<file path="config.mk">
export PLATFORM = sky130hd
export DESIGN_NAME = arlu_top
export DESIGN_NICKNAME = d
export VERILOG_FILES = /design/src/arlu_pkg.sv /design/src/arlu_bitop.sv /design/src/arlu_top.sv
export VERILOG_INCLUDE_DIRS = /design/src
export SDC_FILE = /design/constraint.sdc
export NUM_CORES = 1
export LEC_CHECK = 0
export BUFFER_PORTS_ARGS = -buffer_cell sky130_fd_sc_hd__clkbuf_2
export CAP_MARGIN = 20
export CORE_MARGIN = 1.5
export CORE_UTILIZATION = 30
export DETAILED_ROUTE_END_ITERATION = 8
export PLACE_DENSITY = 0.53
export SYNTH_ARGS = -nofsm -noshare
export SYNTH_HDL_FRONTEND = slang
export SYNTH_SLANG_ARGS = --single-unit
</file>
<file path="constraint.sdc">
create_clock -name clock_i -period 11.9 [get_ports clock_i]
set_clock_uncertainty 0.05 [all_clocks]
set_input_delay 0.595 -clock clock_i [delete_from_list [all_inputs] [get_ports clock_i]]
set_output_delay 0.595 -clock clock_i [all_outputs]
set_load 0.05 [all_outputs]
</file>
<file path="src/arlu_defines.svh">
// What this block does
// - rotate right, bit 0 to 7, carry kept
// - rotate right through carry, both directions
// - rotate left, bit 7 to 0, carry kept
// - rotate left through carry, both directions
// - byte logic targets accumulator or RAM byte
// - and: result bit one only if both one
// - or: result bit one if either one
// - xor: result bit one if bits differ
// - carry and bit: set only if both one
// - carry and inverted bit variant
// - carry or bit: clear only if both zero
// - carry or inverted bit variant
// - carry bit logic writes carry only
// - no xor between carry and a bit
// - exchange accumulator with byte in one step
// - nibble swap equals four left rotations
// - exchange low nibbles, upper nibbles kept
// - decimal adjust yields packed BCD sum
// - half carry set by carry out of bit 3
`ifndef ARLU_DEFINES_SVH
`define ARLU_DEFINES_SVH

`define ARLU_DATA_W 8
`define ARLU_NIB_W 4
`define ARLU_OP_W 5
`define ARLU_ACC_RST 8'h00
`define ARLU_MEM_RST 8'h00
`define ARLU_CY_RST 1'b0
`define ARLU_AC_RST 1'b0
`define ARLU_BCD_MAX 4'h9
`define ARLU_DA_LO 8'h06
`define ARLU_DA_HI 8'h60
`define ARLU_HC_BIT 4

`endif

</file>
<file path="src/arlu_pkg.sv">
`include "arlu_defines.svh"

package arlu_pkg;

    typedef enum logic [`ARLU_OP_W-1:0] {
        OP_NOP   = 5'h00,
        OP_RR    = 5'h01,
        OP_RRC   = 5'h02,
        OP_RL    = 5'h03,
        OP_RLC   = 5'h04,
        OP_AND   = 5'h05,
        OP_OR    = 5'h06,
        OP_XOR   = 5'h07,
        OP_ANDC  = 5'h08,
        OP_ANDNC = 5'h09,
        OP_ORC   = 5'h0A,
        OP_ORNC  = 5'h0B,
        OP_XCH   = 5'h0C,
        OP_SWAP  = 5'h0D,
        OP_LOW_NIBBLE_EXCHANGE  = 5'h0E,
        OP_DA    = 5'h0F,
        OP_ADD   = 5'h10,
        OP_ADDC  = 5'h11,
        OP_LDA   = 5'h12,
        OP_LDC   = 5'h13
    } arlu_op_t;

    typedef enum logic [1:0] {
        LG_AND = 2'h0,
        LG_OR  = 2'h1,
        LG_XOR = 2'h2
    } arlu_logic_t;

    typedef struct packed {
        logic [`ARLU_DATA_W-1:0] acc;
        logic cy;
        logic ac;
        logic [`ARLU_DATA_W-1:0] mem;
        logic mem_we;
        logic done;
    } arlu_state_t;

endpackage : arlu_pkg

</file>
<file path="src/arlu_bitop.sv">
`timescale 1ns/1ps
`default_nettype none

module arlu_bitop
    import arlu_pkg::*;
#(
    parameter int W = 8
) (
    // operands
    input wire logic [W-1:0] a_i,
    input wire logic [W-1:0] b_i,
    input wire arlu_logic_t sel_i,
    // result
    output logic [W-1:0] y_o
);

    always_comb begin
        case (sel_i)
            LG_AND: y_o = a_i & b_i;
            LG_OR: y_o = a_i | b_i;
            LG_XOR: y_o = a_i ^ b_i;
            default: y_o = a_i;
        endcase
    end

endmodule : arlu_bitop

`default_nettype wire

</file>
<file path="src/arlu_top.sv">
`timescale 1ns/1ps
`default_nettype none

`include "arlu_defines.svh"

module arlu_top
    import arlu_pkg::*;
#(
    parameter int DW = `ARLU_DATA_W
) (
    // clock and reset
    input wire logic clock_i,
    input wire logic rst_b_i,
    input wire logic ce_i,
    // operation request
    input wire logic op_valid_i,
    input wire arlu_op_t op_code_i,
    input wire logic [DW-1:0] opnd_i,
    input wire logic [DW-1:0] dst_i,
    input wire logic dest_mem_i,
    input wire logic bit_i,
    // accumulator and flags
    output logic [DW-1:0] acc_o,
    output logic carry_o,
    output logic half_carry_o,
    // write back to the RAM or special register side
    output logic [DW-1:0] mem_data_o,
    output logic mem_we_o,
    output logic done_o
);

    localparam int NW = `ARLU_NIB_W;

    arlu_state_t q_r;
    arlu_state_t q_nxt;

    logic take;
    arlu_logic_t byte_sel;
    arlu_logic_t bit_sel;
    logic [DW-1:0] byte_a;
    logic [DW-1:0] byte_y;
    logic bit_b;
    logic bit_y;
    logic [NW:0] add_lo;
    logic [DW:0] add_sum;
    logic add_cin;
    logic da_lo_fix;
    logic [DW:0] da_step1;
    logic da_hi_fix;
    logic [DW:0] da_step2;

    assign take = op_valid_i && ce_i;

    // one instance serves both accumulator and RAM destinations
    assign byte_a = dest_mem_i ? dst_i : q_r.acc;

    always_comb begin
        case (op_code_i)
            OP_OR: byte_sel = LG_OR;
            OP_XOR: byte_sel = LG_XOR;
            default: byte_sel = LG_AND;
        endcase
    end

    arlu_bitop #(
        .W(DW)
    ) u_byte (
        .a_i(byte_a),
        .b_i(opnd_i),
        .sel_i(byte_sel),
        .y_o(byte_y)
    );

    // carry logic only ever selects and or or; xor is unreachable here
    assign bit_sel = (op_code_i == OP_ORC || op_code_i == OP_ORNC) ? LG_OR : LG_AND;
    assign bit_b = (op_code_i == OP_ANDNC || op_code_i == OP_ORNC) ? ~bit_i : bit_i;

    arlu_bitop #(
        .W(1)
    ) u_bit (
        .a_i(q_r.cy),
        .b_i(bit_b),
        .sel_i(bit_sel),
        .y_o(bit_y)
    );

    assign add_cin = (op_code_i == OP_ADDC) ? q_r.cy : 1'b0;
    assign add_lo = {1'b0, q_r.acc[NW-1:0]} + {1'b0, opnd_i[NW-1:0]} + {{NW{1'b0}}, add_cin};
    assign add_sum = {1'b0, q_r.acc} + {1'b0, opnd_i} + {{DW{1'b0}}, add_cin};

    // two-stage correction; the second stage looks at the first stage's result
    assign da_lo_fix = (q_r.acc[NW-1:0] > `ARLU_BCD_MAX) || q_r.ac;
    assign da_step1 = {1'b0, q_r.acc} + (da_lo_fix ? {1'b0, `ARLU_DA_LO} : {(DW+1){1'b0}});
    assign da_hi_fix = (da_step1[DW-1:NW] > `ARLU_BCD_MAX) || q_r.cy || da_step1[DW];
    assign da_step2 = {1'b0, da_step1[DW-1:0]}
        + (da_hi_fix ? {1'b0, `ARLU_DA_HI} : {(DW+1){1'b0}});

    always_comb begin
        q_nxt = q_r;
        q_nxt.mem_we = 1'b0;
        q_nxt.done = 1'b0;
        if (take) begin
            q_nxt.done = 1'b1;
            case (op_code_i)
                OP_RR: q_nxt.acc = {q_r.acc[0], q_r.acc[DW-1:1]};
                OP_RRC: begin
                    q_nxt.acc = {q_r.cy, q_r.acc[DW-1:1]};
                    q_nxt.cy = q_r.acc[0];
                end
                OP_RL: q_nxt.acc = {q_r.acc[DW-2:0], q_r.acc[DW-1]};
                OP_RLC: begin
                    q_nxt.acc = {q_r.acc[DW-2:0], q_r.cy};
                    q_nxt.cy = q_r.acc[DW-1];
                end
                OP_AND, OP_OR, OP_XOR: begin
                    if (dest_mem_i) begin
                        q_nxt.mem = byte_y;
                        q_nxt.mem_we = 1'b1;
                    end else begin
                        q_nxt.acc = byte_y;
                    end
                end
                OP_ANDC, OP_ANDNC, OP_ORC, OP_ORNC: begin
                    // the addressed bit is never written back
                    q_nxt.cy = bit_y;
                end
                OP_XCH: begin
                    q_nxt.acc = dst_i;
                    q_nxt.mem = q_r.acc;
                    q_nxt.mem_we = 1'b1;
                end
                OP_SWAP: q_nxt.acc = {q_r.acc[NW-1:0], q_r.acc[DW-1:NW]};
                OP_LOW_NIBBLE_EXCHANGE: begin
                    q_nxt.acc = {q_r.acc[DW-1:NW], dst_i[NW-1:0]};
                    q_nxt.mem = {dst_i[DW-1:NW], q_r.acc[NW-1:0]};
                    q_nxt.mem_we = 1'b1;
                end
                OP_DA: begin
                    q_nxt.acc = da_step2[DW-1:0];
                    // adjust only ever sets carry, never clears it
                    q_nxt.cy = q_r.cy | da_step1[DW] | da_step2[DW];
                end
                OP_ADD, OP_ADDC: begin
                    q_nxt.acc = add_sum[DW-1:0];
                    q_nxt.cy = add_sum[DW];
                    q_nxt.ac = add_lo[NW];
                end
                OP_LDA: q_nxt.acc = opnd_i;
                OP_LDC: q_nxt.cy = bit_i;
                default: q_nxt.done = 1'b1;
            endcase
        end
    end

    always_ff @(posedge clock_i or negedge rst_b_i) begin
        if (!rst_b_i) begin
            q_r.acc <= `ARLU_ACC_RST;
            q_r.cy <= `ARLU_CY_RST;
            q_r.ac <= `ARLU_AC_RST;
            q_r.mem <= `ARLU_MEM_RST;
            q_r.mem_we <= 1'b0;
            q_r.done <= 1'b0;
        end else if (ce_i) begin
            q_r <= q_nxt;
        end
    end

    assign acc_o = q_r.acc;
    assign carry_o = q_r.cy;
    assign half_carry_o = q_r.ac;
    assign mem_data_o = q_r.mem;
    assign mem_we_o = q_r.mem_we;
    assign done_o = q_r.done;
endmodule : arlu_top

`default_nettype wire

</file>
==> impl_metrics.yaml, run 1 <==
routing:
  wirelength_um: 10860
  drc_errors: 0
  num_vias: 3200
  drtIter0Drc: 405
  wl_per_cell_um: 19.49
  vias_per_cell: 5.745
  ant_nets: 0
  drt_first_pass_iters: 6
global_routing:
  grt_pass1_vias: 3025
  grt_pass1_wl_um: 17310
  grt-ovfl-total: 0
  grt_max_degree: 36
  grt.total_usage_pct: 20.46
  antenna_found_initial: 0
cts:
  path_clk_slew_ns: 0.10
  cts_made_buffers: 3
  cts-root-buf: "clkbuf_8"
  cts.path.max_buffers: 2
  clock_latency_ns: 0.28
  postCtsSetupBuffers: 0
  cts_hold_buf: 0
  cts_tree: "built"
  cts_resized: 0
  cts.sinks: 20
  htreeDepth: 1
synthesis:
  synth-async-reset-ratio_pct: 100.0
  synth_area_leaders: "dfrtp_1, ha_1, o21ai_0"
  synth_fa_ha_area_share_pct: 13.78
  synth.top_cell.area_share_pct: 16.50
  synth_area_per_cell_um2: 7.601
  synthDistinctLibCells: 60
  synth_most_common_cell: "nand2_1"
  netlist_area_um2: 3033
  synth_area_leader_cell: "dfrtp_1"
  synth_seq_cells: 20
  synth_cells: 399
  synth_mux_area_share_pct: 4.620
  syn_nets: 457
  synth_top_family_by_area: "compound AO/OA/AOI/OAI gates"
  synth_edf_count: 0
  yosysWarningCount: 0
  synth_commonest_cells: "nand2_1, o21ai_0, inv_1"
  synth_xor_area_share_pct: 2.599
  ys_seq_area_share_pct: 16.50
  synth_compound_area_share_pct: 31.97
  post_synth_and_or_nand_nor_area_fraction_pct: 22.15
  synthFlopType: "dfrtp_1"
place:
  gp_congestion: 0.9279
  dpl.hpwl_um: 8016
  port_buffers: 46
die:
  initial_core_util_pct: 31.03
  rows: 36
  die_area_um2: 10720
  die_x_um: 103.5
  fp.dieH_um: 103.5
  coreArea_um2: 9774
  io_pins: 47
worst_setup_path:
  ff2ff_setup_slack_ns: 7.49
  arrival_ns: 4.51
  crit_required_ns: 12.01
  critPathKind: "flop to flop"
  cp-start-kind: "flop"
  endpoint_kind: "flop"
  path_max_fanout: 12
timing:
  rsz0062_at_grt: "false"
  worst_pin_slew_ns: 0.7208
  fin_crit_ns: 4.405
  tns_ns: 0
  setup_viol: 0
  drv_slew: 0
  fin_crit_sh_pct: 37.02
  hold_viol: 0
  fmax_ghz: 0.2270
  slew_headroom_pct: 51.74
power:
  p_per_area_nw_per_um2: 138.3
  cellLeakagePower_nw: 1.521
  max-vdd-ir-drop_mv: 0.05580
layout:
  drive_gt1_share_pct: 15.80
  diodes: 0
  nets: 483
  syn2layout_area_growth_pct: 11.39
  final_core_util_pct: 34.56
job:
  cap_violations: 0
min_path:
  hold_path.class: "primary input to async pin"
status:
  run_status: "complete, no violations"
-- routing by layer --
metal / global-route usage, % / up-vias / share of wire, %
met5: 0 / - / 0
met4: 4.663 / 0 / 2.1
met3: 3.084 / 21 / 7.7
met2: 32.29 / 165 / 44
met1: 29.35 / 1504 / 46
li1: - / 1510 / -
-- report_power, final --
part	leakage [nW]	switching [mW]	internal, mW
Clock	0.0357	0.0300	0.0451
Combinational	1.23	0.171	0.0932
Sequential	0.259	0.0458	0.0822
-- placed cells by master (no fill, tap or decap), drive strengths merged, types with 3 or more instances in the layout --
cell     count
a211o        5
a211oi       9
a21o         7
a21oi       17
a221oi       5
a222oi       6
a22oi       11
a31oi        3
and2         4
and3         4
clkbuf      49
dfrtp       20
fa           4
ha          27
inv         33
mux2         8
mux2i        5
nand2       36
nand2b      16
nand3       12
nand3b       4
nand4        3
nor2        29
nor2b        9
nor3         7
o2111ai      4
o21a         3
o21ai       37
o31ai        9
xnor2        4
xor2         5
-- worst paths after layout --
path | startpoint | end | cells past startpoint
worst min-delay path | rst_b_i | carry_o | 1
min in group clock_i | mem_data_o[6] | mem_data_o[6] | 2
worst min register to register | mem_data_o[6] | mem_data_o[6] | 2
worst max register to register | acc_o[2] | acc_o[6] | 18
worst max-delay path | acc_o[2] | acc_o[6] | 18
max in group asynchronous | rst_b_i | acc_o[6] | 1
-- critical path, cell delays in order (launching register included) --
cell      delay, ns
dfrtp_1        0.72
o21ai_0        0.18
nand2b_1       0.16
ha_1           0.19
inv_1          0.06
fa_1           0.43
nor2b_1        0.23
nand2_1        0.09
xor2_1         0.18
and2_1         0.20
nor3_1         0.26
a211o_1        0.18
ha_1           0.16
inv_1          0.06
fa_1           0.48
o21ai_0        0.09
a211o_1        0.27
a211oi_1       0.20
o31ai_1        0.11
-- final cells by class --
cell class	count	area, um2
clock buffers	3	41.29
clock inverters	1	30.03
fillers	1053	6396
inverters	33	123.9
multi-input cells	320	2278
flip-flops and latches	20	500.5
well taps	133	166.4
repair buffers	47	237.7
-- per-stage QoR --
step	setup slack (ns)	cell area (um2)	power, mW	instances	hold WS (ns)
floorplan	7.704	3033	0.3161	399	0.2494
CTS	7.513	3378	0.4682	557	0.2746
detailed placement	7.538	3307	0.3907	553	0.4201
global route	7.122	3378	0.5055	557	0.2897
finish	7.495	3378	0.4671	557	0.2470
global placement	7.622	3307	0.3885	553	0.4124
-- cell families after synthesis --
kind of cell,Yosys count
compound gates,137
simple gates,130
buf+inv,59
fa+ha+maj,31
flops,20
mux,13
xor+xnor,9
-- state kept, by name, indices dropped and copies added, names as in the netlist --
register / flops
done_o: 1
carry_o: 1
half_carry_o: 1
mem_we_o: 1
acc_o: 8
mem_data_o: 8
(Power assumes the default switching activity.)
==> run 2: changes to the inputs <==
- clock period: 11.9 -> 4.4 ns (I/O delays scaled with it)
==> impl_metrics.yaml, run 2 (synthesized netlist as in run 1, its figures left out) <==
worst_setup_path:
  critPathKind: "flop to flop"
  crit_required_ns: 4.52
  path_max_fanout: 6
  startpoint: "acc_o[1]"
  cp-start-kind: "flop"
  r2r-start: "acc_o[1]"
  endpoint_kind: "flop"
  arrival_ns: 3.94
global_routing:
  antenna_found_initial: 0
  grt.busiest_layer: "met2"
  grt_pass1_wl_um: 17380
  use_met2_pct: 32.76
  met1_usage_pct: 29.72
  grt_max_degree: 35
  met3_usage_pct: 2.391
  grt-ovfl-total: 0
  grt_pass1_vias: 3058
  grt.total_usage_pct: 20.66
power:
  p_per_area_nw_per_um2: 356.5
  sw_frac_of_total_pct: 54.36
  max-vdd-ir-drop_mv: 0.1178
  cellLeakagePower_nw: 1.556
  finalPower_mw: 1.221
  p_clk_share_pct: 11.3
  p_switching_mw: 0.6639
  internal_power_mw: 0.5573
  sequentialPowerShare_pct: 23.0
  pwr-share-comb_pct: 65.8
layout:
  drive_gt1_share_pct: 17.32
  final_cells: 566
  diodes: 0
  final_common_cell: "clkbuf_2"
  final_cell_mix: "clkbuf_2, nand2_1, o21ai_0"
  design_area_um2: 3426
  syn2layout_area_growth_pct: 12.95
  nets: 493
routing:
  vias_per_cell: 5.739
  wirelength_um: 10930
  ant_nets: 0
  num_vias: 3248
  wl_per_cell_um: 19.31
  drc_errors: 0
  drtIter0Drc: 295
  drt_first_pass_iters: 5
timing:
  rsz0062_at_grt: "false"
  tns_ns: 0
  setup_ws_ns: 0.5776
  worst_pin_slew_ns: 0.7467
  slew_headroom_pct: 50.01
  fmax_ghz: 0.2616
  fin_crit_sh_pct: 86.87
  fin_crit_ns: 3.822
  setup_viol: 0
  drv_slew: 0
  hold_viol: 0
cts:
  cts.path.max_buffers: 2
  cts-root-buf: "clkbuf_8"
  cts_resized: 0
  postCtsSetupBuffers: 0
  clock_latency_ns: 0.28
  cts_hold_buf: 1
  cts.sinks: 20
  path_clk_slew_ns: 0.09
  cts_tree: "built"
  htreeDepth: 1
  cts_made_buffers: 3
die:
  initial_core_util_pct: 31.03
  die_x_um: 103.5
  fp.dieH_um: 103.5
  io_pins: 47
  die_area_um2: 10720
  coreArea_um2: 9774
  rows: 36
place:
  dpl.hpwl_um: 8141
  dpl.cell_count: 562
  place_area_um2: 3374
  gp_congestion: 0.9279
  dpl_worst_slack_ns: 0.6471
  port_buffers: 46
min_path:
  min-delay-start: "ce_i"
  hold_path.class: "primary input to flop"
status:
  run_status: "complete, no violations"
job:
  cap_violations: 0
-- run 2: changes by cell type in the layout (fill, tap and decap cells not counted), sizes merged --
cell / previous run / this run
dlygate4sd3: 0 / 1
buf: 1 / 10
bufinv: 1 / 0
-- run 2: path summary, 6_finish.rpt --
kind | to | slack (ns) | cells after the start
setup / recovery | carry_o | 0.58 | 17
hold / removal | done_o | 0.12 | 2
setup reg to reg | carry_o | 0.58 | 17
hold reg to reg | mem_data_o[6] | 0.43 | 2
max in group asynchronous | acc_o[2] | 3.49 | 2
min in group asynchronous | mem_data_o[0] | 0.42 | 2
-- run 2: routing by layer --
| metal | routed length [um] | part of all wire [%] |
|---|---|---|
| met3 | 802 | 7.3 |
| met2 | 4877 | 45 |
| met4 | 263 | 2.4 |
| met1 | 4983 | 46 |
| met5 | 0 | 0 |
-- run 2: power groups by stage --
stage	combinational, mW	clock [mW]	sequential, mW
after global placement	0.789	0	0.283
after floorplan	0.445	0	0.410
final	0.803	0.138	0.281
after detailed placement	0.798	0	0.282
after global routing	0.878	0.150	0.287
after CTS	0.801	0.143	0.278
-- run 2: worst max-delay path: stages (launching register included) --
cell      delay, ns
dfrtp_1        0.36
o21ai_0        0.08
nand2b_1       0.13
ha_1           0.18
inv_1          0.05
fa_1           0.39
nor2b_1        0.19
nand4_1        0.29
inv_1          0.13
o22ai_1        0.10
a211o_1        0.34
ha_1           0.28
a21oi_1        0.22
nor3b_1        0.08
o21bai_1       0.15
a21oi_1        0.09
o311a_1        0.30
a211o_1        0.26
-- run 2: layout make-up --
type | instances | area, um2
Fill cell | 1074 | 6349
Tap cell | 133 | 166.4
Multi-Input combinational cell | 320 | 2278
Sequential cell | 20 | 500.5
Inverter | 33 | 123.9
Timing Repair Buffer | 57 | 315.3
Clock buffer | 3 | 41.29
-- run 2: per-stage QoR --
step           hold WS (ns)  util, %
2_1_floorplan       -0.1256        -
3_3_place_gp         0.2013    34.52
3_5_place_dp         0.2005    34.52
4_1_cts              0.1168    35.05
5_1_grt              0.1240    35.05
6_report             0.1198    35.05
